<file path="src/pkg/c5cal_pkg.sv">
// Contract
// - The offset high register holds offset bits 23..8 over all 16 bits, read and write.
// - The offset low register holds offset bits 7..0 in its upper byte, read and write.
// - The gain high register holds gain bits 23..8 over all 16 bits, read and write.
// - The gain low register holds gain bits 7..0 in its upper byte, read and write.
// - The 24-bit gain is an unsigned fraction from zero to just below two, step 2/2^24.
// - The gain high register reads 8000h after reset, so the gain starts at unity.
// - Both offset registers and the gain low register read zero after reset.
// - The low byte of both low registers is read-only and always reads zero.
// - A read-only register at 3Eh reports the register map checksum; writes are ignored.
// - The checksum register reads 0000h right after reset.
`default_nettype none
package c5cal_pkg;
    localparam int C5CAL_AW = 6;
    localparam logic [5:0] C5CAL_OFS_HI_ADDR = 6'h23;
    localparam logic [5:0] C5CAL_OFS_LO_ADDR = 6'h24;
    localparam logic [5:0] C5CAL_GAIN_HI_ADDR = 6'h25;
    localparam logic [5:0] C5CAL_GAIN_LO_ADDR = 6'h26;
    localparam logic [5:0] C5CAL_CRC_ADDR = 6'h3e;
    localparam logic [5:0] C5CAL_RSVD_ADDR = 6'h3f;
    localparam logic [15:0] C5CAL_OFS_HI_RST = 16'h0000;
    localparam logic [7:0] C5CAL_OFS_LO_RST = 8'h00;
    localparam logic [15:0] C5CAL_GAIN_HI_RST = 16'h8000;
    localparam logic [7:0] C5CAL_GAIN_LO_RST = 8'h00;
    localparam logic [15:0] C5CAL_CRC_RST = 16'h0000;
    localparam logic [15:0] C5CAL_RSVD_RST = 16'h0000;
    localparam logic [7:0] C5CAL_RSVD_BYTE = 8'h00;
    localparam int C5CAL_LO_FIELD_LSB = 8;
    localparam int C5CAL_GAIN_FRAC_BITS = 23;
endpackage
`default_nettype wire

</file>
<file path="src/rtl/c5cal_word_reg.sv">
`timescale 1ns/1ps
`default_nettype none
// One calibration word pair: 16-bit high register plus 8-bit field in the low register
module c5cal_word_reg
    import c5cal_pkg::*;
#(
    parameter logic [15:0] HI_RST = 16'h0000,
    parameter logic [7:0] LO_RST = 8'h00
) (
    // Clock and reset
    input wire logic clk_in,
    input wire logic arst_n_in,
    // Write strobes and data
    input wire logic wr_hi_in,
    input wire logic wr_lo_in,
    input wire logic [15:0] wdata_in,
    // Stored views
    output logic [15:0] hi_out,
    output logic [15:0] lo_out,
    output logic [23:0] value_out
);
    logic [15:0] hi_q;
    logic [7:0] lo_q;

    // High word, full width writable
    always_ff @(posedge clk_in or negedge arst_n_in) begin
        if (!arst_n_in) begin
            hi_q <= HI_RST;
        end else if (wr_hi_in) begin
            hi_q <= wdata_in;
        end
    end

    // Only the upper byte of the low word is stored; the rest does not exist
    always_ff @(posedge clk_in or negedge arst_n_in) begin
        if (!arst_n_in) begin
            lo_q <= LO_RST;
        end else if (wr_lo_in) begin
            lo_q <= wdata_in[15:C5CAL_LO_FIELD_LSB];
        end
    end

    // Read views and the joined value
    assign hi_out = hi_q;
    assign lo_out = {lo_q, C5CAL_RSVD_BYTE};
    assign value_out = {hi_q, lo_q};
endmodule
`default_nettype wire

</file>
<file path="src/rtl/c5cal_map_crc.sv">
`timescale 1ns/1ps
`default_nettype none
// Register map checksum holder; the calculation itself lives elsewhere in the device
module c5cal_map_crc
    import c5cal_pkg::*;
(
    // Clock and reset
    input wire logic clk_in,
    input wire logic arst_n_in,
    // Checksum update from the map checker
    input wire logic crc_valid_in,
    input wire logic [15:0] crc_value_in,
    // Held value
    output logic [15:0] crc_out
);
    logic [15:0] crc_q;

    // Only the checker updates it; the host port cannot reach this flop
    always_ff @(posedge clk_in or negedge arst_n_in) begin
        if (!arst_n_in) begin
            crc_q <= C5CAL_CRC_RST;
        end else if (crc_valid_in) begin
            crc_q <= crc_value_in;
        end
    end

    assign crc_out = crc_q;
endmodule
`default_nettype wire

</file>
<file path="src/rtl/c5cal_regs.sv">
`timescale 1ns/1ps
`default_nettype none
// Channel 5 calibration registers, map checksum and top reserved word
module c5cal_regs
    import c5cal_pkg::*;
(
    // Clock and reset
    input wire logic clk_in,
    input wire logic arst_n_in,
    // Register access from the serial register interface
    input wire logic reg_wr_in,
    input wire logic reg_rd_in,
    input wire logic [5:0] reg_addr_in,
    input wire logic [15:0] reg_wdata_in,
    output logic [15:0] reg_rdata_out,
    output logic reg_hit_out,
    // Checksum from the map checker
    input wire logic crc_valid_in,
    input wire logic [15:0] crc_value_in,
    // Calibration values toward the channel 5 datapath
    output logic [23:0] ch5_offset_out,
    output logic [23:0] ch5_gain_out,
    output logic rsvd_nonzero_out
);
    // Write strobes, one per host-writable register
    logic wr_ofs_hi;
    logic wr_ofs_lo;
    logic wr_gain_hi;
    logic wr_gain_lo;
    logic wr_rsvd;
    // Read views from the register pairs and the checksum holder
    logic [15:0] ofs_hi;
    logic [15:0] ofs_lo;
    logic [15:0] gain_hi;
    logic [15:0] gain_lo;
    logic [15:0] crc;
    // Joined 24-bit calibration values
    logic [23:0] ofs_val;
    logic [23:0] gain_val;
    // Reserved word and read path
    logic [15:0] rsvd_q;
    logic [15:0] rdata_d;
    logic [15:0] rdata_q;
    logic hit_d;

    // Address decode; the checksum address has no write strobe at all
    assign wr_ofs_hi = reg_wr_in && (reg_addr_in == C5CAL_OFS_HI_ADDR);
    assign wr_ofs_lo = reg_wr_in && (reg_addr_in == C5CAL_OFS_LO_ADDR);
    assign wr_gain_hi = reg_wr_in && (reg_addr_in == C5CAL_GAIN_HI_ADDR);
    assign wr_gain_lo = reg_wr_in && (reg_addr_in == C5CAL_GAIN_LO_ADDR);
    assign wr_rsvd = reg_wr_in && (reg_addr_in == C5CAL_RSVD_ADDR);

    c5cal_word_reg #(
        .HI_RST(C5CAL_OFS_HI_RST),
        .LO_RST(C5CAL_OFS_LO_RST)
    ) u_offset (
        .clk_in(clk_in),
        .arst_n_in(arst_n_in),
        .wr_hi_in(wr_ofs_hi),
        .wr_lo_in(wr_ofs_lo),
        .wdata_in(reg_wdata_in),
        .hi_out(ofs_hi),
        .lo_out(ofs_lo),
        .value_out(ofs_val)
    );

    c5cal_word_reg #(
        .HI_RST(C5CAL_GAIN_HI_RST),
        .LO_RST(C5CAL_GAIN_LO_RST)
    ) u_gain (
        .clk_in(clk_in),
        .arst_n_in(arst_n_in),
        .wr_hi_in(wr_gain_hi),
        .wr_lo_in(wr_gain_lo),
        .wdata_in(reg_wdata_in),
        .hi_out(gain_hi),
        .lo_out(gain_lo),
        .value_out(gain_val)
    );

    c5cal_map_crc u_crc (
        .clk_in(clk_in),
        .arst_n_in(arst_n_in),
        .crc_valid_in(crc_valid_in),
        .crc_value_in(crc_value_in),
        .crc_out(crc)
    );

    // Reserved word is stored as written so a host slip stays visible
    always_ff @(posedge clk_in or negedge arst_n_in) begin
        if (!arst_n_in) begin
            rsvd_q <= C5CAL_RSVD_RST;
        end else if (wr_rsvd) begin
            rsvd_q <= reg_wdata_in;
        end
    end

    // Flag a nonzero write to the reserved word instead of trusting the host
    assign rsvd_nonzero_out = (rsvd_q != C5CAL_RSVD_RST);

    // Read mux; other addresses belong to neighbouring blocks and read zero here
    always_comb begin
        rdata_d = 16'h0000;
        hit_d = 1'b1;
        unique case (reg_addr_in)
            C5CAL_OFS_HI_ADDR: rdata_d = ofs_hi;
            C5CAL_OFS_LO_ADDR: rdata_d = ofs_lo;
            C5CAL_GAIN_HI_ADDR: rdata_d = gain_hi;
            C5CAL_GAIN_LO_ADDR: rdata_d = gain_lo;
            C5CAL_CRC_ADDR: rdata_d = crc;
            C5CAL_RSVD_ADDR: rdata_d = rsvd_q;
            default: hit_d = 1'b0;
        endcase
    end

    // Read data registered one cycle after the read strobe
    always_ff @(posedge clk_in or negedge arst_n_in) begin
        if (!arst_n_in) begin
            rdata_q <= 16'h0000;
        end else if (reg_rd_in) begin
            rdata_q <= rdata_d;
        end
    end

    // Read data and decode hit toward the host
    assign reg_rdata_out = rdata_q;
    assign reg_hit_out = hit_d;

    // Offset is two's complement, gain is unsigned Q1.23 (unity at 800000h)
    assign ch5_offset_out = ofs_val;
    assign ch5_gain_out = gain_val;
endmodule
`default_nettype wire

</file>
<file path="config.mk">
export PLATFORM = sky130hd
export DESIGN_NAME = c5cal_regs
export DESIGN_NICKNAME = d
export VERILOG_FILES = /design/src/pkg/c5cal_pkg.sv /design/src/rtl/c5cal_word_reg.sv /design/src/rtl/c5cal_map_crc.sv /design/src/rtl/c5cal_regs.sv
export SDC_FILE = /design/constraint.sdc
export NUM_CORES = 1
export LEC_CHECK = 0
export ABC_AREA = 1
export BUFFER_PORTS_ARGS = -buffer_cell sky130_fd_sc_hd__buf_2
export CAP_MARGIN = 25
export CORE_MARGIN = 5
export CORE_UTILIZATION = 57
export CTS_BUF_LIST = sky130_fd_sc_hd__clkbuf_16
export DETAILED_ROUTE_END_ITERATION = 10
export GPL_ROUTABILITY_DRIVEN = 0
export PLACE_DENSITY = 0.93
export REMOVE_ABC_BUFFERS = 1
export SETUP_SLACK_MARGIN = 0.2
export SYNTH_ARGS = -nofsm -noshare
export SYNTH_HDL_FRONTEND = slang
export SYNTH_SLANG_ARGS = --single-unit
</file>
<file path="constraint.sdc">
create_clock -name clk_in -period 1.84 [get_ports clk_in]
set_clock_uncertainty 0.2 [all_clocks]
set_input_delay 0.184 -clock clk_in [delete_from_list [all_inputs] [get_ports clk_in]]
set_output_delay 0.184 -clock clk_in [all_outputs]
set_load 0.005 [all_outputs]
</file>
==> flow_summary.json, run 1 <==
{
  "status": "finished clean",
  "worst_ep_required_time_ps": 1460,
  "fp.coreArea_mm2": 0.007331,
  "path_max_fanout": 3,
  "cts.sinks": 96,
  "hold_viol_final": 0,
  "via_per_inst": 6.295,
  "netSwitchingPower_uw": 1522,
  "fin_setup_tns_ps": 0,
  "crit_chain": "nor4_4 > nand4_1 > buf_2",
  "cpMaxStageDelayCell": "dfrtp_1",
  "remaining_drc_errors": 0,
  "layout-drive-gt1-share": 0.2683,
  "grt_util_met1": 0.3678,
  "vias": 4753,
  "async_reset_ff_frac": 1.000,
  "met3_usage": 0.07466,
  "final.period_utilization": 0.9984,
  "wl_per_cell_um": 20.72,
  "antenna_left": 0,
  "seq_power_share": 0.463,
  "nets": 694,
  "final_cells": 755,
  "grt_pass1_vias": 4740,
  "intPower_uw": 4033,
  "crit_path_end_kind": "output port",
  "power_frac_clock": 0.388,
  "antennaDiodeCount": 0,
  "die-height_um": 97.21,
  "peakVddDrop_mv": 0.7639,
  "first_pass_iters": 8,
  "start_util": 0.5914,
  "crit_path_start_kind": "flip-flop",
  "ys_warn_count": 0,
  "synthTopCellsByArea": "dfrtp_1 55%, nand2_1 11%, nand3_1 8.1%",
  "track_usage": 0.3168,
  "wirelength_um": 15640,
  "p_leak_uw": 0.003036,
  "syn_area_mm2": 0.004335,
  "cts_root_buffer": "clkbuf_16",
  "antenna_found_initial": 0,
  "drtIter0Drc": 959,
  "grt_pass1_wl_um": 24010,
  "slowest_delay_ps": 460,
  "worstPathArrival_ps": 1450,
  "setup_viol": 0,
  "power.density_mw_per_mm2": 967.9,
  "min_period_ps": 1837,
  "synth_top_area_cell": "dfrtp_1",
  "htreeDepth": 3,
  "path_class": "flip-flop to output port",
  "worstMarginPinSlew_ps": 551.0,
  "hpwl_um": 8502,
  "syn_to_final_growth_pct": 32.38,
  "combPwrFrac": 0.150,
  "rows": 31,
  "place_inst": 703,
  "synth_top_area_frac": 0.5483,
  "ys.flop_type": "dfrtp_1",
  "cts_made_buffers": 9,
  "drv_slew": 0,
  "setup_slack_ps": 2.880,
  "ys_types": 23,
  "max-cap-violations": 0,
  "fillerInstances": 428,
  "die_x_um": 97.21,
  "io_buffers": 108,
  "insertion_delay_ps": 350,
  "rsz0062_at_grt": "yes",
  "avgSynthCellArea_um2": 8.585,
  "multi_input_area_mm2": 0.001714,
  "ys_seq_area_frac": 0.5544,
  "clockBufferDepth": 2,
  "grt-busiest-layer": "met2",
  "place_worst_setup_slack_ps": 237.6,
  "path_clk_slew_ps": 60,
  "slew_headroom": 0.6322,
  "dieArea_mm2": 0.009450,
  "final-seq-area_mm2": 0.002405,
  "grt_max_degree": 97,
  "synth-seq-cells": 96,
  "cts_tree": "yes",
  "io_pins": 109,
  "use_met2": 0.5308,
  "fmax_ghz": 0.5443,
  "synth-edff-count": 0,
  "overflow": 0,
  "synthCells": 505,
  "hold_class": "input pin to flip-flop",
  "swShare": 0.2741
}
-- per-stage QoR --
| step | hold slack (ps) | area [um2] | power, uW | util |
|---|---|---|---|---|
| 3_3_place_gp | 66.43 | 5012 | 3204 | 0.6837 |
| 5_1_grt | 130.3 | 5739 | 5706 | 0.7829 |
| 4_1_cts | 107.8 | 5713 | 5402 | 0.7793 |
| 3_5_place_dp | 82.28 | 5012 | 3243 | 0.6837 |
| 2_1_floorplan | -311.6 | 4205 | 2824 | - |
| 6_report | 118.4 | 5739 | 5555 | 0.7829 |
-- power groups by stage --
stage / clock network [uW] / logic [uW] / registers [uW]
finish: 2150 / 832 / 2570
global route: 2230 / 896 / 2580
CTS: 2100 / 768 / 2540
detailed placement: 0 / 679 / 2560
global placement: 0 / 650 / 2550
floorplan: 0 / 286 / 2540
-- sequential cells by signal, summed over array words and instances, names as in the netlist --
register and cells:
reg_rdata_out 16, rsvd_q 16, u_crc.crc_out 16, u_gain.hi_out 16, u_gain.lo_q 8, u_offset.hi_out 16
u_offset.lo_q 8
-- cells in the mapped netlist (6+ instances only) --
master	n
nand2_1	131
dfrtp_1	95
nand3_1	70
o21ai_1	46
o21ai_0	33
inv_1	29
nor2_1	29
buf_2	17
mux2_2	11
a21oi_1	8
clkbuf_1	7
nand4_1	6
-- final timing paths --
| check | start | depth (start not counted) | endpoint | slack, ps |
|---|---|---|---|---|
| hold reg to reg | reg_rdata_out[0] | 2 | reg_rdata_out[0] | 270 |
| setup / recovery | rsvd_q[1] | 3 | rsvd_nonzero_out | 3 |
| min in group asynchronous | arst_n_in | 3 | u_gain.hi_out[7] | 230 |
| setup reg to reg | rsvd_q[6] | 5 | reg_rdata_out[6] | 500 |
| max in group asynchronous | arst_n_in | 3 | u_gain.hi_out[15] | 820 |
| hold / removal | reg_rd_in | 4 | reg_rdata_out[0] | 120 |
-- layout make-up --
type                    instances  share of cell area
clock buffers                   9             0.03924
clock inverters                 7             0.01940
inverters                      33             0.02158
multi-input cells             350              0.2987
flip-flops and latches         96              0.4190
well taps                      99             0.02158
repair buffers                161              0.1805
-- cell usage in the layout, fill, tap and decap left out, types with 2 or more instances in the layout --
| cell type | n |
|---|---|
| nand3_1 | 70 |
| dfrtp_1 | 94 |
| dlygate4sd3_1 | 33 |
| nor2_2 | 4 |
| nor4_2 | 3 |
| nand4_1 | 6 |
| nor2_1 | 29 |
| nand2_2 | 4 |
| clkbuf_16 | 9 |
| a21oi_1 | 8 |
| buf_4 | 20 |
| inv_1 | 30 |
| o21ai_1 | 46 |
| nand2_1 | 130 |
| inv_2 | 4 |
| o21ai_0 | 33 |
| bufinv_16 | 3 |
| mux2_2 | 11 |
| nand3_2 | 2 |
| buf_2 | 107 |
-- what timing repair did --
item / CTS / global route
setup buffers: 2 / 1
hold buffers: 33 / 0
pin swaps: 2 / 2
resized for setup: 3 / 4
endpoints found under the hold margin: 156 / 0
setup endpoints to repair: 1 / 2
-- kinds of logic (layout without fill, tap and decap cells) --
kind of cell           Yosys count  count (layout)  synth area share
AND/OR/NAND/NOR                252             252            0.2580
multiplexers                    11              11           0.02857
flip-flops                      96              96            0.5544
AO/OA/AOI/OAI                   87              87            0.1004
buffers and inverters           59             210           0.05859
-- worst max-delay path, delay by kind of cell, from the launching register on --
kind          cells  cell delay, ps
buf+inv           1             160
flops             1             460
simple gates      2             490
-- per-layer routing --
layer,share of wire,up-vias
met2,0.48,445
met4,0.075,0
li1,-,1958
met5,0,-
met3,0.13,149
met1,0.32,2201
No activity file was read; power rests on OpenSTA's default activity.
==> run 2, diff against run 1 <==
--- a/config.mk
+++ b/config.mk
@@ -13,7 +13,7 @@
 export CTS_BUF_LIST = sky130_fd_sc_hd__clkbuf_16
 export DETAILED_ROUTE_END_ITERATION = 10
 export GPL_ROUTABILITY_DRIVEN = 0
-export PLACE_DENSITY = 0.93
+export PLACE_DENSITY = 0.83
 export REMOVE_ABC_BUFFERS = 1
 export SETUP_SLACK_MARGIN = 0.2
 export SYNTH_ARGS = -nofsm -noshare
==> run 2 against run 1 <==
The flow now finishes with violations (hold timing). Clock power is 18% lower. Global-route usage is 3.1 points lower. Utilization fell by 0.85 points. First-iteration DRC count shrank 49%. Die area is the same. Routed wire length is 15% lower. Largest power group unchanged.
==> flow_summary.json, run 2 (synthesis results as in run 1) <==
{
  "status": "finished, violations left",
  "violations": "hold timing",
  "power_uw": 5101,
  "path_clk_slew_ps": 60,
  "drv_slew": 0,
  "hold_class": "input pin to flip-flop",
  "io_buffers": 108,
  "rows": 31,
  "cpMaxStageDelayCell": "dfrtp_1",
  "cts_made_buffers": 9,
  "final.period_utilization": 0.9461,
  "grt_max_degree": 55,
  "fillerInstances": 510,
  "via_per_inst": 5.826,
  "place_inst": 703,
  "most-common-layout-cells": "130 x nand2_1, 107 x buf_2, 95 x dfrtp_1",
  "insertion_delay_ps": 340,
  "crit_chain": "nor4_2 > nand4_1 > buf_2",
  "worstPathArrival_ps": 1360,
  "setup_slack_ps": 99.17,
  "cts.sinks": 96,
  "crit_buf_inv": 1,
  "setup_viol": 0,
  "antennaDiodeCount": 0,
  "place_worst_setup_slack_ps": 206.7,
  "rsz0062_at_grt": "yes",
  "layout-drive-gt1-share": 0.2637,
  "power.density_mw_per_mm2": 898.5,
  "vias": 4399,
  "fp.coreArea_mm2": 0.007331,
  "syn_to_final_growth_pct": 30.94,
  "hpwl_um": 8343,
  "track_usage": 0.2863,
  "antenna_left": 0,
  "final-seq-area_mm2": 0.002404,
  "path_class": "flip-flop to output port",
  "path_max_fanout": 2,
  "critPathTopFamily": "simple AND/OR/NAND/NOR gates",
  "htreeDepth": 3,
  "multi_input_area_mm2": 0.001710,
  "drtIter0Drc": 485,
  "p_leak_uw": 0.003007,
  "worstMarginPinSlew_ps": 553.5,
  "min_period_ps": 1741,
  "fin_setup_tns_ps": 0,
  "grt_pass1_vias": 4489,
  "crit_path_end_kind": "output port",
  "final_cells": 755,
  "die-height_um": 97.21,
  "remaining_drc_errors": 0,
  "clockBufferDepth": 2,
  "final_common_cell": "nand2_1",
  "worst_ep_required_time_ps": 1460,
  "max-cap-violations": 0,
  "first_pass_iters": 5,
  "antenna_found_initial": 0,
  "slowest_delay_ps": 400,
  "hold_viol_final": 1,
  "fmax_ghz": 0.5744,
  "cts_root_buffer": "clkbuf_16",
  "die_x_um": 97.21,
  "nets": 694,
  "grt_pass1_wl_um": 21810,
  "wirelength_um": 13280,
  "wl_per_cell_um": 17.59,
  "peakVddDrop_mv": 0.6568,
  "slew_headroom": 0.6306,
  "dieArea_mm2": 0.009450,
  "whs_ps": -1.353,
  "io_pins": 109,
  "crit_path_start_kind": "flip-flop",
  "start_util": 0.5914,
  "overflow": 0,
  "cts_tree": "yes"
}
run 2: worst paths after layout:
check | start | endpoint | slack [ps] | depth (start not counted)
worst min register to register | reg_rdata_out[2] | reg_rdata_out[2] | 280 | 2
worst min-delay path | reg_wdata_in[12] | u_offset.hi_out[12] | -1 | 3
min in group asynchronous | arst_n_in | u_offset.hi_out[5] | 70 | 2
worst max-delay path | rsvd_q[2] | rsvd_nonzero_out | 100 | 3
worst max register to register | rsvd_q[12] | reg_rdata_out[12] | 580 | 5
max in group asynchronous | arst_n_in | u_gain.hi_out[15] | 730 | 3
run 2: power breakdown:
part / internal, uW / total, uW / switching, uW / leakage, uW
Sequential: 2350 / 2550 / 201 / 0.00125
Clock: 1030 / 1770 / 744 / 0.000141
Combinational: 366 / 780 / 415 / 0.00161
Total: 3740 / 5100 / 1360 / 0.00301
run 2: stage by stage:
step	utilization	instance area, um2
2_1_floorplan	-	4205
3_3_place_gp	0.6837	5012
3_5_place_dp	0.6837	5012
4_1_cts	0.7725	5663
5_1_grt	0.7744	5677
6_report	0.7744	5677
run 2: metal layers:
metal | track usage | vias to the layer above | wire (um)
li1 | - | 1970 | -
met1 | 0.3468 | 2045 | 4954
met2 | 0.4835 | 307 | 6545
met3 | 0.06102 | 77 | 1198
met4 | 0.1448 | 0 | 581
met5 | 0 | - | 0
run 2: cell type report:
| class | instances | area share |
|---|---|---|
| clock buffer | 9 | 0.03967 |
| clock inverter | 7 | 0.009918 |
| inverter | 33 | 0.02182 |
| multi-input combinational | 350 | 0.3013 |
| sequential | 96 | 0.4234 |
| tap | 99 | 0.02182 |
| timing repair buffer | 161 | 0.1821 |
run 2: worst min-delay path: cells and delay by family:
| kind | cells | cell delay [ps] |
|---|---|---|
| buffers and inverters | 2 | 170 |
| AO/OA/AOI/OAI | 1 | 140 |
run 2: what timing repair did:
| item | 4_1_cts | 5_1_grt |
|---|---|---|
| resized for setup | 3 | 3 |
| endpoints found under the setup margin | 1 | 2 |
| pin swaps | 4 | 1 |
| hold buffers | 32 | 0 |
| setup buffers | 4 | 0 |
| hold endpoints to repair | 155 | 0 |
==> run 3, diff against run 2 <==
--- a/config.mk
+++ b/config.mk
@@ -14,6 +14,7 @@
 export DETAILED_ROUTE_END_ITERATION = 10
 export GPL_ROUTABILITY_DRIVEN = 0
 export PLACE_DENSITY = 0.83
+export RECOVER_POWER = 50
 export REMOVE_ABC_BUFFERS = 1
 export SETUP_SLACK_MARGIN = 0.2
 export SYNTH_ARGS = -nofsm -noshare
==> run 3 against run 2 <==
The flow still finishes with violations (hold timing). Critical path type unchanged. Clock power is essentially flat. Maximum frequency rose by 1.0%. Cell area shrank 0.60%. Via count is 0.82% lower. Largest cell class unchanged. Utilization is 0.46 points lower. Worst setup slack improved by 18 ps. Register-to-register slack about the same. Critical endpoint unchanged. Largest power group unchanged. Flip-flop and latch count is the same. Total power is essentially flat. Cell count unchanged. Highest routed layer unchanged. Worst hold slack got worse by 7.3 ps. Sequential share of layout area increased by 0.25 points.
==> flow_summary.json, run 3 (synthesis results as in run 1) <==
{
  "grt-busiest-layer": "met2",
  "overflow": 0,
  "slew_headroom": 0.5144,
  "hold_viol_final": 1,
  "antenna_found_initial": 0,
  "crit_buf_inv": 1,
  "path_clk_slew_ps": 60,
  "via_per_inst": 5.779,
  "grt_pass1_vias": 4489,
  "io_pins": 109,
  "layout-drive-gt1-share": 0.2561,
  "use_met2": 0.4835,
  "final_common_cell": "nand2_1",
  "finalInstanceArea_mm2": 0.005643,
  "insertion_delay_ps": 340,
  "min_period_ps": 1723,
  "die-height_um": 97.21,
  "placedInstanceArea_mm2": 0.005012,
  "worstPathArrival_ps": 1340,
  "crit_path_end_kind": "output port",
  "whs_ps": -8.624,
  "grt_max_degree": 55,
  "crit_chain": "nor4_2 > nand4_1 > buf_2",
  "htreeDepth": 3,
  "critPathTopFamily": "simple AND/OR/NAND/NOR gates",
  "final.period_utilization": 0.9363,
  "power.density_mw_per_mm2": 903.1,
  "track_usage": 0.2863,
  "drtIter0Drc": 568,
  "cts.sinks": 96,
  "setup_viol": 0,
  "first_pass_iters": 5,
  "antenna_left": 0,
  "cts_tree": "yes",
  "violations": "hold timing",
  "fp.coreArea_mm2": 0.007331,
  "syn_to_final_growth_pct": 30.16,
  "vias": 4363,
  "fin_setup_tns_ps": 0,
  "setup_slack_ps": 117.2,
  "cts_root_buffer": "clkbuf_16",
  "grt_pass1_wl_um": 21810,
  "wirelength_um": 13340,
  "fmax_ghz": 0.5805,
  "status": "finished, violations left",
  "path_class": "flip-flop to output port",
  "most-common-layout-cells": "130 x nand2_1, 104 x buf_2, 95 x dfrtp_1",
  "grt_util_met1": 0.3468,
  "rows": 31,
  "place_worst_setup_slack_ps": 206.7,
  "cts_made_buffers": 9,
  "max-cap-violations": 0,
  "path_max_fanout": 2,
  "drv_slew": 0,
  "wl_per_cell_um": 17.67,
  "die_x_um": 97.21,
  "peakVddDrop_mv": 0.6590,
  "remaining_drc_errors": 0,
  "hold_class": "input pin to flip-flop",
  "rsz0062_at_grt": "yes",
  "antennaDiodeCount": 0,
  "start_util": 0.5914,
  "dieArea_mm2": 0.009450,
  "io_buffers": 108,
  "p_leak_uw": 0.002989,
  "slowest_delay_ps": 400,
  "cpMaxStageDelayCell": "dfrtp_1",
  "nets": 694,
  "met3_usage": 0.06102,
  "clockBufferDepth": 2,
  "hpwl_um": 8343,
  "crit_path_start_kind": "flip-flop",
  "worst_ep_required_time_ps": 1460,
  "worstMarginPinSlew_ps": 728.5
}
-- run 3: layer usage --
layer,part of all wire,up-vias
met4,0.036,0
met1,0.38,2070
met5,0,-
met3,0.086,59
met2,0.50,267
li1,-,1967
-- run 3: final timing paths --
kind	to	cells past startpoint	slack [ps]	from
worst max-delay path	rsvd_nonzero_out	3	120	rsvd_q[2]
worst min-delay path	u_offset.hi_out[12]	3	-9	reg_wdata_in[12]
worst max register to register	reg_rdata_out[12]	5	570	rsvd_q[12]
worst min register to register	reg_rdata_out[0]	2	280	reg_rdata_out[0]
max in group asynchronous	u_gain.hi_out[15]	3	340	arst_n_in
min in group asynchronous	u_offset.hi_out[5]	2	160	arst_n_in
-- run 3: repair_timing --
item / CTS / global route
endpoints found under the hold margin: 155 / 0
hold buffers: 32 / 0
gates resized for setup: 3 / 3
pin swaps: 4 / 1
setup endpoints to repair: 1 / 2
setup buffers: 4 / 0
-- run 3: tightest hold or removal path: stages --
cell and delay [ps]:
buf_2 80, inv_1 90, o21ai_1 140
-- run 3: power breakdown --
group	switching, uW	internal [uW]
combinational	412	358
clock	751	1030
sequential	200	2350
-- run 3: cell type report --
type	count	area, um2
repair buffers	161	1005
clock buffers	9	225.2
multi-input cells	350	1705
inverters	33	123.9
well taps	99	123.9
flip-flops and latches	96	2404
fillers	521	1688
clock inverters	7	56.30
-- run 3: metrics by stage --
| stage | cells | power, uW | utilization | hold WS (ps) |
|---|---|---|---|---|
| floorplan | 479 | 2824 | - | -311.6 |
| global placement | 703 | 3206 | 0.6837 | -110.2 |
| detailed placement | 703 | 3239 | 0.6837 | -101.9 |
| CTS | 755 | 5085 | 0.7725 | 0.6719 |
| global route | 755 | 5311 | 0.7698 | 16.38 |
| finish | 755 | 5096 | 0.7698 | -8.624 |
